[src/hw/cbs_pkg.sv]
// Constants and state codes for the bus cycle sequencer
package cbs_pkg;
    localparam int ADDR_W = 23;
    localparam int DATA_W = 16;
    localparam int BE_W = 2;
    // Double-rate clock period and processor clock period
    localparam int CLK_PERIOD_NS = 10;
    localparam int PROC_CLK_NS = 20;
    localparam int BUS_STATE_CLKS = PROC_CLK_NS / CLK_PERIOD_NS;
    // Least life of a strobed address, in processor clocks
    localparam int ADDR_STABLE_PROC_CLKS = 2;
    localparam int ADDR_STABLE_CLKS = ADDR_STABLE_PROC_CLKS * BUS_STATE_CLKS;
    localparam int BUF_DEPTH = 2;
    // Pin values while reset is held
    localparam logic [ADDR_W-1:0] RST_ADDR = 23'h7FFFFF;
    localparam logic [BE_W-1:0] RST_BYTE_EN_N = 2'h0;
    localparam logic RST_WRITE = 1'h0;
    localparam logic RST_DATA_CODE = 1'h1;
    localparam logic RST_MEM_IO = 1'h0;
    localparam logic RST_STROBE_N = 1'h1;
    localparam logic RST_HOLD_ACK = 1'h0;
    localparam logic RST_DATA_OE_N = 1'h1;

    typedef enum logic [6:0] {
        S_IDLE_STATE = 7'h01,
        S_FIRST_STATE = 7'h02,
        S_SECOND_STATE = 7'h04,
        S_PIPELINED_FIRST_STATE = 7'h08,
        S_SECOND_ADDR_DRIVEN = 7'h10,
        S_SECOND_ADDR_PENDING = 7'h20,
        S_HOLD_STATE = 7'h40
    } cbs_state_t;
endpackage : cbs_pkg

[src/hw/cbs_phase.sv]
// Processor clock phase tracker on the double-rate clock
`timescale 1ns/10ps
module cbs_phase (
    input wire logic i_clk,    // Double-rate clock
    input wire logic i_reset,  // Synchronous reset, high
    output logic o_phase2      // High in phase two of a bus state
);
    logic phase2_reg;

    always_ff @(posedge i_clk) begin
        if (i_reset) begin
            phase2_reg <= 1'b0;
        end else begin
            phase2_reg <= ~phase2_reg;
        end
    end

    assign o_phase2 = phase2_reg;
endmodule : cbs_phase

[src/hw/cbs_buf.sv]
// Two-entry buffer for captured read data
`timescale 1ns/10ps
module cbs_buf #(
    parameter int WIDTH = 16
) (
    input wire logic i_clk,                // Clock
    input wire logic i_reset,              // Synchronous reset, high
    input wire logic i_in_valid,           // Push a word
    output logic o_in_ready,               // Room for a word
    input wire logic [WIDTH-1:0] i_in_data,// Word pushed
    output logic o_out_valid,              // Head word valid (flop)
    input wire logic i_out_ready,          // Drain side takes head
    output logic [WIDTH-1:0] o_out_data,   // Head word (flop)
    output logic [1:0] o_count             // Words held
);
    logic [WIDTH-1:0] head_reg;
    logic [WIDTH-1:0] tail_reg;
    logic [1:0] count_reg;
    logic [1:0] count_next;
    logic valid_reg;
    wire push = i_in_valid && o_in_ready;
    wire pop = valid_reg && i_out_ready;

    assign o_in_ready = (count_reg != 2'h2);
    assign count_next = count_reg + {1'b0, push} - {1'b0, pop};

    always_ff @(posedge i_clk) begin
        if (i_reset) begin
            count_reg <= 2'h0;
            valid_reg <= 1'b0;
        end else begin
            count_reg <= count_next;
            valid_reg <= (count_next != 2'h0);
        end
    end

    // Head always sits in one flop so the output needs no read mux
    always_ff @(posedge i_clk) begin
        if (pop) begin
            head_reg <= (count_reg == 2'h2) ? tail_reg : i_in_data;
        end else if (push && count_reg == 2'h0) begin
            head_reg <= i_in_data;
        end
        if (push && (count_reg == 2'h2 || (count_reg == 2'h1 && !pop))) begin
            tail_reg <= i_in_data;
        end
    end

    assign o_out_valid = valid_reg;
    assign o_out_data = head_reg;
    assign o_count = count_reg;
endmodule : cbs_buf

[src/hw/cbs_seq.sv]
// Bus cycle sequencer: states, address pipelining, wait states, data pins
// What this block and its far side do
// RL1: First cycle after idle is non-pipelined
// RL2: Ready sampled at second state end
// RL3: Negated ready adds wait states indefinitely
// RL4: Read acknowledge captures data pins
// RL5: Write data driven phase two to after-ack phase one
// RL6: First state drives address, definition, strobe together
// RL7: Data pins released during read cycles
// RL8: Far side holds valid data at acknowledge
// RL9: Address steady through non-pipelined wait states
// RL10: Far side negates next-address to avoid pipelining
// RL11: First state to second; unacked second repeats
// RL12: Acked second goes hold, first or idle
// RL13: Next-address sampled each phase one end (code samples only in second states and pipelined first)
// RL14: Next-address acts once per cycle
// RL15: Pending request issued next state after sampling
// RL16: No request gives pending, later driven state
// RL17: Far side trusts strobe, not next-address
// RL18: Strobed address stable two processor clocks
// RL19: Only one cycle ahead exposed
// RL20: Pipelined cycle starts in pipelined first state
// RL21: Four states non-pipelined; hold asserts acknowledge
// RL22: Far side gives one wait state to start pipelining
// RL23: Bus state lasts two clock periods
// RL24: Pipelining continues only from driven second state
// RL25: Reset gives idle, strobe negated, pins released
`timescale 1ns/10ps
module cbs_seq (
    input wire logic i_clk,                                 // Double-rate clock
    input wire logic i_reset,                               // Synchronous reset, high
    input wire logic i_req_valid,                           // Internal cycle request
    input wire logic i_req_write,                           // Request is a write
    input wire logic [cbs_pkg::ADDR_W-1:0] i_req_addr,      // Request address
    input wire logic [cbs_pkg::BE_W-1:0] i_req_byte_en_n,   // Request byte enables
    input wire logic i_req_data_code,                       // Request data/code
    input wire logic i_req_mem_io,                          // Request memory/io
    input wire logic [cbs_pkg::DATA_W-1:0] i_req_wdata,     // Request write data
    output logic o_req_taken,                               // Request consumed pulse
    output logic o_rd_valid,                                // Read word valid
    output logic [cbs_pkg::DATA_W-1:0] o_rd_data,           // Read word
    input wire logic i_rd_ready,                            // Read word taken
    output logic [cbs_pkg::ADDR_W-1:0] o_addr,              // Address pins
    output logic [cbs_pkg::BE_W-1:0] o_byte_en_n,           // Byte enable pins
    output logic o_write,                                   // Write/read pin
    output logic o_data_code,                               // Data/code pin
    output logic o_mem_io,                                  // Memory/io pin
    output logic o_address_strobe_n,                        // Address strobe, low
    input wire logic i_cycle_ready_n,                       // Cycle acknowledge, low
    input wire logic i_next_address_request_n,              // Next address, low
    input wire logic i_hold,                                // Hold request
    output logic o_hold_acknowledge,                        // Hold acknowledge
    input wire logic [cbs_pkg::DATA_W-1:0] i_data,          // Data pins in
    output logic [cbs_pkg::DATA_W-1:0] o_data,              // Data pins out
    output logic o_data_oe_n,                               // Data drive, low drives
    output logic [6:0] o_bus_state                          // Current bus state
);
    cbs_pkg::cbs_state_t state_reg;
    cbs_pkg::cbs_state_t state_next;
    logic phase2;
    logic next_seen_reg;
    logic post_ack_reg;
    logic cur_write_reg;
    logic [cbs_pkg::DATA_W-1:0] cur_wdata_reg;
    logic nxt_write_reg;
    logic [cbs_pkg::DATA_W-1:0] nxt_wdata_reg;
    logic [1:0] rd_out_reg;
    logic [1:0] buf_count;
    logic buf_in_ready;
    logic [cbs_pkg::ADDR_W-1:0] addr_reg;
    logic [cbs_pkg::BE_W-1:0] byte_en_n_reg;
    logic write_reg;
    logic data_code_reg;
    logic mem_io_reg;
    logic strobe_n_reg;
    logic hold_ack_reg;
    logic taken_reg;
    logic [cbs_pkg::DATA_W-1:0] data_reg;
    logic data_oe_n_reg;

    cbs_phase u_phase (
        .i_clk(i_clk),
        .i_reset(i_reset),
        .o_phase2(phase2)
    );

    wire state_end = phase2;
    wire phase1_end = !phase2;
    wire in_second = (state_reg == cbs_pkg::S_SECOND_STATE)
        || (state_reg == cbs_pkg::S_SECOND_ADDR_PENDING)
        || (state_reg == cbs_pkg::S_SECOND_ADDR_DRIVEN);
    wire in_first = (state_reg == cbs_pkg::S_FIRST_STATE)
        || (state_reg == cbs_pkg::S_PIPELINED_FIRST_STATE);
    wire ack = state_end && in_second && !i_cycle_ready_n; // RL2
    // Address valid a whole state already in second states and pipelined first
    wire next_window = in_second || (state_reg == cbs_pkg::S_PIPELINED_FIRST_STATE); // RL13
    wire next_sample = phase1_end && next_window && !i_next_address_request_n
        && !next_seen_reg; // RL14
    // Reads are issued only with buffer room reserved, so capture never stalls
    wire [2:0] rd_room_used = {1'b0, buf_count} + {1'b0, rd_out_reg};
    wire pending = i_req_valid && (i_req_write || rd_room_used < 3'(cbs_pkg::BUF_DEPTH));
    wire capture = ack && !cur_write_reg; // RL4

    // Transition picked at the end of each bus state
    always_comb begin
        state_next = state_reg;
        unique case (state_reg)
            cbs_pkg::S_IDLE_STATE, cbs_pkg::S_HOLD_STATE: begin
                if (i_hold) begin
                    state_next = cbs_pkg::S_HOLD_STATE;
                end else if (pending) begin
                    state_next = cbs_pkg::S_FIRST_STATE; // RL1
                end else begin
                    state_next = cbs_pkg::S_IDLE_STATE;
                end
            end
            cbs_pkg::S_FIRST_STATE: begin
                state_next = cbs_pkg::S_SECOND_STATE; // RL11
            end
            cbs_pkg::S_PIPELINED_FIRST_STATE: begin
                if (next_seen_reg) begin
                    state_next = pending ? cbs_pkg::S_SECOND_ADDR_DRIVEN
                        : cbs_pkg::S_SECOND_ADDR_PENDING; // RL16
                end else begin
                    state_next = cbs_pkg::S_SECOND_STATE;
                end
            end
            cbs_pkg::S_SECOND_STATE, cbs_pkg::S_SECOND_ADDR_PENDING: begin
                if (!i_cycle_ready_n) begin
                    if (i_hold) begin
                        state_next = cbs_pkg::S_HOLD_STATE; // RL12
                    end else if (pending) begin
                        state_next = cbs_pkg::S_FIRST_STATE; // RL24
                    end else begin
                        state_next = cbs_pkg::S_IDLE_STATE; // RL12
                    end
                end else if (next_seen_reg) begin
                    state_next = pending ? cbs_pkg::S_SECOND_ADDR_DRIVEN
                        : cbs_pkg::S_SECOND_ADDR_PENDING; // RL15
                end else begin
                    state_next = cbs_pkg::S_SECOND_STATE; // RL3
                end
            end
            cbs_pkg::S_SECOND_ADDR_DRIVEN: begin
                // Next cycle already committed on the pins
                state_next = !i_cycle_ready_n ? cbs_pkg::S_PIPELINED_FIRST_STATE
                    : cbs_pkg::S_SECOND_ADDR_DRIVEN; // RL20
            end
        endcase
    end

    wire issue_first = state_end && (state_next == cbs_pkg::S_FIRST_STATE);
    wire issue_ahead = state_end && (state_next == cbs_pkg::S_SECOND_ADDR_DRIVEN)
        && (state_reg != cbs_pkg::S_SECOND_ADDR_DRIVEN); // RL19
    wire start_pipelined = state_end && (state_next == cbs_pkg::S_PIPELINED_FIRST_STATE);
    wire take = issue_first || issue_ahead;

    always_ff @(posedge i_clk) begin
        if (i_reset) begin
            state_reg <= cbs_pkg::S_IDLE_STATE; // RL25
        end else if (state_end) begin
            state_reg <= state_next; // RL23
        end
    end

    // Sticky per cycle; a new first state starts a fresh cycle
    always_ff @(posedge i_clk) begin
        if (i_reset) begin
            next_seen_reg <= 1'b0;
        end else if (state_end && (state_next == cbs_pkg::S_FIRST_STATE
            || start_pipelined || state_next == cbs_pkg::S_IDLE_STATE
            || state_next == cbs_pkg::S_HOLD_STATE)) begin
            next_seen_reg <= 1'b0;
        end else if (next_sample) begin
            next_seen_reg <= 1'b1; // RL14
        end
    end

    // Current and look-ahead cycle bookkeeping
    always_ff @(posedge i_clk) begin
        if (i_reset) begin
            cur_write_reg <= 1'b0;
            nxt_write_reg <= 1'b0;
        end else begin
            if (issue_first) begin
                cur_write_reg <= i_req_write;
            end else if (start_pipelined) begin
                cur_write_reg <= nxt_write_reg;
            end
            if (issue_ahead) begin
                nxt_write_reg <= i_req_write;
            end
        end
    end

    always_ff @(posedge i_clk) begin
        if (issue_first) begin
            cur_wdata_reg <= i_req_wdata;
        end else if (start_pipelined) begin
            cur_wdata_reg <= nxt_wdata_reg;
        end
        if (issue_ahead) begin
            nxt_wdata_reg <= i_req_wdata;
        end
    end

    always_ff @(posedge i_clk) begin
        if (i_reset) begin
            rd_out_reg <= 2'h0;
        end else begin
            rd_out_reg <= rd_out_reg + {1'b0, take && !i_req_write} - {1'b0, capture};
        end
    end

    // Address, definition and strobe pins
    always_ff @(posedge i_clk) begin
        if (i_reset) begin
            addr_reg <= cbs_pkg::RST_ADDR;
            byte_en_n_reg <= cbs_pkg::RST_BYTE_EN_N;
            write_reg <= cbs_pkg::RST_WRITE;
            data_code_reg <= cbs_pkg::RST_DATA_CODE;
            mem_io_reg <= cbs_pkg::RST_MEM_IO;
            strobe_n_reg <= cbs_pkg::RST_STROBE_N; // RL25
        end else if (take) begin // RL9
            addr_reg <= i_req_addr; // RL6
            byte_en_n_reg <= i_req_byte_en_n;
            write_reg <= i_req_write;
            data_code_reg <= i_req_data_code;
            mem_io_reg <= i_req_mem_io;
            strobe_n_reg <= 1'b0; // RL6
        end else if (state_end) begin
            strobe_n_reg <= 1'b1; // RL18
        end
    end

    always_ff @(posedge i_clk) begin
        if (i_reset) begin
            hold_ack_reg <= cbs_pkg::RST_HOLD_ACK;
            taken_reg <= 1'b0;
            post_ack_reg <= 1'b0;
        end else begin
            if (state_end) begin
                hold_ack_reg <= (state_next == cbs_pkg::S_HOLD_STATE); // RL21
            end
            taken_reg <= take;
            post_ack_reg <= ack && cur_write_reg;
        end
    end

    // Write data from phase two of the first state; held one phase past ack
    always_ff @(posedge i_clk) begin
        if (i_reset) begin
            data_oe_n_reg <= cbs_pkg::RST_DATA_OE_N; // RL25
            data_reg <= '0;
        end else if (phase1_end && in_first) begin
            data_oe_n_reg <= !cur_write_reg; // RL7
            data_reg <= cur_wdata_reg; // RL5
        end else if (phase1_end && post_ack_reg) begin
            data_oe_n_reg <= 1'b1; // RL5
        end
    end

    cbs_buf #(
        .WIDTH(cbs_pkg::DATA_W)
    ) u_buf (
        .i_clk(i_clk),
        .i_reset(i_reset),
        .i_in_valid(capture),
        .o_in_ready(buf_in_ready),
        .i_in_data(i_data),
        .o_out_valid(o_rd_valid),
        .i_out_ready(i_rd_ready),
        .o_out_data(o_rd_data),
        .o_count(buf_count)
    );

    assign o_req_taken = taken_reg;
    assign o_addr = addr_reg;
    assign o_byte_en_n = byte_en_n_reg;
    assign o_write = write_reg;
    assign o_data_code = data_code_reg;
    assign o_mem_io = mem_io_reg;
    assign o_address_strobe_n = strobe_n_reg;
    assign o_hold_acknowledge = hold_ack_reg;
    assign o_data = data_reg;
    assign o_data_oe_n = data_oe_n_reg;
    assign o_bus_state = state_reg;
endmodule : cbs_seq

[config.mk]
export PLATFORM = sky130hd
export DESIGN_NAME = cbs_seq
export DESIGN_NICKNAME = d
export VERILOG_FILES = /design/src/hw/cbs_pkg.sv /design/src/hw/cbs_phase.sv /design/src/hw/cbs_buf.sv /design/src/hw/cbs_seq.sv
export SDC_FILE = /design/constraint.sdc
export NUM_CORES = 1
export LEC_CHECK = 0
export BUFFER_PORTS_ARGS = -buffer_cell sky130_fd_sc_hd__buf_2
export CAP_MARGIN = 15
export CORE_ASPECT_RATIO = 1.2
export CORE_MARGIN = 2
export CORE_UTILIZATION = 56
export CTS_CLUSTER_SIZE = 28
export DETAILED_ROUTE_END_ITERATION = 8
export PLACE_DENSITY_LB_ADDON = 0.15
export SETUP_SLACK_MARGIN = 0.02
export SLEW_MARGIN = 20
export SYNTH_ARGS = -nofsm -noshare
export SYNTH_HDL_FRONTEND = slang
export SYNTH_SLANG_ARGS = --single-unit
[constraint.sdc]
create_clock -name i_clk -period 5.9 [get_ports i_clk]
set_input_delay 0.295 -clock i_clk [delete_from_list [all_inputs] [get_ports i_clk]]
set_output_delay 0.295 -clock i_clk [all_outputs]
set_load 0.01 [all_outputs]
==> metrics, run 1 <==
all-layer global routing usage 0.2178; share of layout cells above drive strength 1 0.3551; Pwr Density 312.7 nW/um^2; area share of the largest cell type after synthesis 0.3696; IO Pins 139; # fillers 610; P&R area growth vs syn 31.28%; WS Path Type reg2reg; hpwl dp roughly 6900 microns; CTS buffer count 17; CTS tree built; Die X-Extent around 90 microns; Leak just under 0.003 uW; final net count around 660; outcome finished clean; post-synthesis simple-gate area fraction 0.1242; Die Area roughly 10000 sq um; fmax ~260 MHz; Crit path required time between 6 and 7 ns; skew final roughly 0.0050 ns; initial core utilization 0.5756; first-pass GRT wire length around 17000 microns; first drt pass iteration count 4; Clock Pin Slew Worst Setup and Hold Paths 0.05 ns; number of synthesized flops with an enable pin between 60 and 70; drt drc 0; Congestion Overflow GR 0; final hold violations 0; ranking of synthesized cells by area edfxtp_1 37%, dfxtp_1 25%, mux2i_1 9.0%; initial DRC count 243; critical path endpoint category flop; Antenna diodes 0; Sink Count ~130; Syn Nets 488; I/O Buffers between 100 and 150; final std cells w/o fill 717; RSZ-0062 raised after global routing no; post-route setup TNS 0 ns; number of flip-flops in the largest register 23; yosys warns 0; largest family of logic cells by synthesized area multiplexers; vias in the first global route 3673; Clock Path Buffers 2; chip height ~110 microns; cell count after synthesis between 400 and 500; worst skew pair latency about 0.52 ns; Avg WL per Cell about 15 microns; Slew HR 0.3581; most common cell in the synthesized netlist nor2_1; Synth Area in Compound Gates 0.03248; FFs w/ async S/R, synth 0; Vias between 3000 and 4000; sequential fraction of the synthesis area 0.6198; startpoint types flop; initial antenna violation count 0; routability cong. approximately 0.83; largest net degree at the start of global routing 93; crit path max fanout 31; Post-CTS Resized 0; Yosys cell types 48; syn avg cell area around 12 sq um; Post-Route WL approximately 11000 microns; #FFs+latches synth about 130; Via density ~5.1; post-layout min period between 3 and 4 ns; Tcrit/Tclk final 0.6520; placed cell count 653; Synth Flop Type dfxtp_1; antenna violation net count after detailed routing 0; # rows 38; Hold Crit Class in2reg; Post-Synth Adder-Cell Area 0.01347; Least-Margin Pin Slew just under 1 ns; mapped cell area between 5000 and 6000 sq um; xor and xnor area share after synthesis 0.01179; mux share of post-synthesis cell area 0.1655; most frequent cells after synthesis 80 x nor2_1, 65 x dfxtp_1, 64 x edfxtp_1, 47 x mux2i_1, 24 x mux2_2; final slew viol count 0; H-tree lvl count 4; root buffer cell clkbuf_8; Data arrival, critical path around 4.2 ns; Final setup viols 0; Synth area leader edfxtp_1; area of the core ~9000 sq um; worst hold slack between 0.02 and 0.03 ns; Max-cap violations 0; VDD IR max 0.0001773 V
## cell type report
class / instances / area [sq um] / share of cell area
timing repair buffer: 175 / 1049 / 0.1536
clock buffer: 25 / 475.5 / 0.06965
sequential: 129 / 3223 / 0.4721
clock inverter: 7 / 57.56 / 0.008431
tap: 120 / 150.1 / 0.02199
inverter: 9 / 33.78 / 0.004949
multi-input combinational: 252 / 1838 / 0.2692
## per-layer routing
metal	global-route usage	wire length (microns)
met1	0.2492	4328
met2	0.3697	5249
met3	0.07608	793
met4	0.1013	218
met5	0	0
## path summary, 6_finish.rpt
| path | slack, ns | to | start | cells after the start |
|---|---|---|---|---|
| setup / recovery | 2.05 | rd_out_reg[1]$_SDFF_PP0_ | u_buf.o_count[1]$_SDFF_PP0_ | 14 |
| setup reg to reg | 2.05 | rd_out_reg[1]$_SDFF_PP0_ | u_buf.o_count[1]$_SDFF_PP0_ | 14 |
| hold / removal | 0.03 | o_addr[9]$_SDFFE_PP1N_ | i_req_addr[9] | 3 |
| hold reg to reg | 0.48 | o_data[7]$_SDFFE_PP0P_ | cur_wdata_reg[7]$_DFFE_PP_ | 2 |
## cell usage in the layout (no fill, tap or decap), drive strengths merged, types with 2 or more instances in the layout
master	n
nor3b	2
or4b	2
nand2b	11
or2	7
mux2	32
edfxtp	64
mux2i	47
nor2b	3
clkbuf	25
xor2	2
dfxtp	65
o211ai	2
ha	4
xnor2	5
o21ai	4
nand3	4
a21o	2
nor2	80
buf	143
inv	9
dlygate4sd3	32
a21oi	9
clkinv	6
nor4	3
nor4b	2
nand2	12
## power breakdown
part	internal (uW)	switching [uW]	leakage, uW
registers	984	20.3	0.00111
clock network	588	347	0.000264
logic	92.2	103	0.00152
## critical path, cell delays in order, from the launching register on
cell     delay (ns)
dfxtp_1        0.39
inv_1          0.12
fa_1           0.51
a21oi_1        0.06
nor2b_1        0.26
and4_1         0.84
a21oi_4        0.01
buf_4          0.32
or2_2          0.33
ha_1           0.27
inv_1          0.04
ha_1           0.17
xnor2_1        0.16
xnor2_1        0.13
nor2_1         0.05
## through the flow
step,utilization,setup WS [ns],power [uW],cell area (sq um)
6_report,0.7557,2.053,2135,6827
5_1_grt,0.7557,1.723,2210,6827
4_1_cts,0.7557,1.989,2153,6827
3_5_place_dp,0.6612,2.007,1200,5973
3_3_place_gp,0.6612,2.149,1194,5973
2_1_floorplan,-,2.006,1124,5200
## what timing repair did
action	CTS	global route
hold buffers	32	0
hold endpoints to repair	32	0
setup buffers	0	0
## cells by family (layout without fill, tap and decap cells)
group                    count (synthesis)  after routing
AO/OA/AOI/OAI                           26             26
XOR/XNOR                                 7              7
adder cells (fa/ha/maj)                  5              5
buffers and inverters                   35            216
flip-flops                             129            129
multiplexers                            79             79
AND/OR/NAND/NOR                        135            135
No activity file was read; power rests on OpenSTA's default activity.
==> run 2: changes to the inputs <==
CORE_UTILIZATION = 47   (was 56)
clock period = 3.5 ns   (was 5.9 ns; I/O delays follow)
==> run 2 against run 1 <==
  * Maximum frequency grew 24%
  * Critical path depth is the same
  * Register-to-register slack lost 1.7 ns
  * Non-clock buffer count grew 5
  * Combinational power grew 75%
  * Sequential cell count is the same
  * Core utilization shrank 12 points
==> metrics, run 2 (synthesized netlist as in run 1, its figures left out) <==
outcome finished clean; RSZ-0062 raised after global routing no; Post-Route WL 10620 microns; Die X-Extent between 100 and 150 microns; startpoint types flop; Congestion Overflow GR 0; final std cells w/o fill 734; WS Path Type reg2reg; P_sw 859.5 uW; FF+latch area 3223 sq um; placed cell count between 600 and 700; Die Area about 12000 sq um; antenna violation net count after detailed routing 0; Sink Count 129; initial core utilization 0.4757; area of the core approximately 11000 sq um; Worst R2R Start u_buf.o_count[1]$_SDFF_PP0_; Antenna diodes 0; number of flip-flops in the largest register 23; Via density 4.970; Clock Pin Slew Worst Setup and Hold Paths 0.06 ns; Final setup viols 0; all-layer global routing usage 0.1865; I/O Buffers roughly 140; CTS tree built; final slew viol count 0; most frequent cells in the layout 137 x buf_2, 80 x nor2_1, 65 x dfxtp_1, 64 x edfxtp_1, 47 x mux2i_1; worst skew pair latency just over 0.4 ns; VDD IR max around 0.00033 V; Pwr Density 559.2 nW/um^2; IO Pins between 100 and 150; Post-CTS Resized 0; root buffer cell clkbuf_16; routability cong. slightly below 0.8; initial DRC count approximately 110; hpwl dp approximately 6900 microns; Clock power frac 0.481; CTS buffer count 17; Internal just over 3000 uW; final hold violations 0; Hold Crit Start i_req_addr[8]; Seq pwr share 0.432; FF-to-FF End rd_out_reg[1]$_SDFF_PP0_; fmax approximately 320 MHz; Slew HR 0.5180; Switching Fraction 0.2198; Max-cap violations 0; commonest non-fill, non-tap cell in the layout buf_2; post-layout min period between 3 and 4 ns; R2R cell count 14; first drt pass iteration count 5; area of the multi-input gates 1847 sq um; H-tree lvl count 4; Hold Crit Class in2reg; Least-Margin Pin Slew about 0.7 ns; Leak about 0.0030 uW; # rows 42; largest net degree at the start of global routing 69; Clock Path Buffers 2; drt drc 0; first-pass GRT wire length 17420 microns; Data arrival, critical path ~3.4 ns; skew final around 0.008 ns; initial antenna violation count 0; FF-to-FF setup slack between 0.3 and 0.4 ns; # fillers approximately 870; chip height around 120 microns; share of layout cells above drive strength 1 0.3704; hold path depth 3; P&R area growth vs syn 34.50%; crit path max fanout 5; WHS Endpoint o_addr[8]$_SDFFE_PP1N_; critical path endpoint category flop; Combinational Power Share 0.087; Avg WL per Cell approximately 14 microns; Vias ~3600; Tcrit/Tclk final 0.8891; Crit path required time 3.77 ns; final net count 661; vias in the first global route between 3000 and 4000; post-route setup TNS 0 ns
[run 2: critical path, cell delays in order, from the launching register on]
cell and delay, ns:
dfxtp_1 0.40, inv_1 0.13, fa_1 0.52, a21oi_1 0.07
nor2b_1 0.29, nor3b_1 0.24, buf_4 0.17, a21oi_4 0.05
or2_2 0.28, ha_1 0.27, inv_1 0.03, ha_1 0.17
xnor2_1 0.16, xnor2_1 0.14, nor2_1 0.05
[run 2: metrics by stage]
step	util	setup slack, ns	area [sq um]	power, uW	hold slack [ns]
floorplan	-	0.1481	5211	1898	0.2739
global placement	0.5521	0.5085	6035	2023	0.3666
detailed placement	0.5521	0.3780	6035	2035	0.3674
CTS	0.6397	0.3614	6992	3953	0.003575
global route	0.6399	0.08596	6994	4046	0.01910
finish	0.6399	0.3883	6994	3911	0.01560
[run 2: power groups by stage]
stage                     registers, uW  logic (uW)  clock network [uW]
after CTS                          1690         346                1920
after floorplan                    1740         157                   0
final                              1690         342                1880
after global routing               1700         375                1980
after global placement             1720         305                   0
after detailed placement           1720         315                   0
[run 2: area by class of cell]
type / instances / share of cell area
Clock inverter: 13 / 0.02612
Timing Repair Buffer: 180 / 0.1556
Clock buffer: 19 / 0.06494
Multi-Input combinational cell: 252 / 0.2640
Inverter: 9 / 0.004830
Sequential cell: 129 / 0.4608
Tap cell: 132 / 0.02361
[run 2: repair_timing]
item | in CTS | in global routing
hold endpoints to repair | 32 | 0
buffers inserted | 0 | 0
hold buffers | 32 | 0
[run 2: worst max-delay path by stage]
stage	start	end	slack (ns)	cells past startpoint
floorplan	u_buf.o_count[1]$_SDFF_PP0_	rd_out_reg[1]$_SDFF_PP0_	0.15	14
global placement	u_buf.o_count[1]$_SDFF_PP0_	rd_out_reg[1]$_SDFF_PP0_	0.51	14
detailed placement	u_buf.o_count[1]$_SDFF_PP0_	rd_out_reg[1]$_SDFF_PP0_	0.38	14
CTS	u_buf.o_count[1]$_SDFF_PP0_	rd_out_reg[1]$_SDFF_PP0_	0.36	14
global route	u_buf.o_count[1]$_SDFF_PP0_	rd_out_reg[1]$_SDFF_PP0_	0.09	14
finish	u_buf.o_count[1]$_SDFF_PP0_	rd_out_reg[1]$_SDFF_PP0_	0.39	14
[run 2: routing by layer]
layer,part of all wire,up-vias,GRT usage
met3,0.054,19,0.05282
met1,0.43,1712,0.2157
met2,0.49,112,0.3184
met5,0,-,0
li1,-,1805,-
met4,0.024,0,0.08476
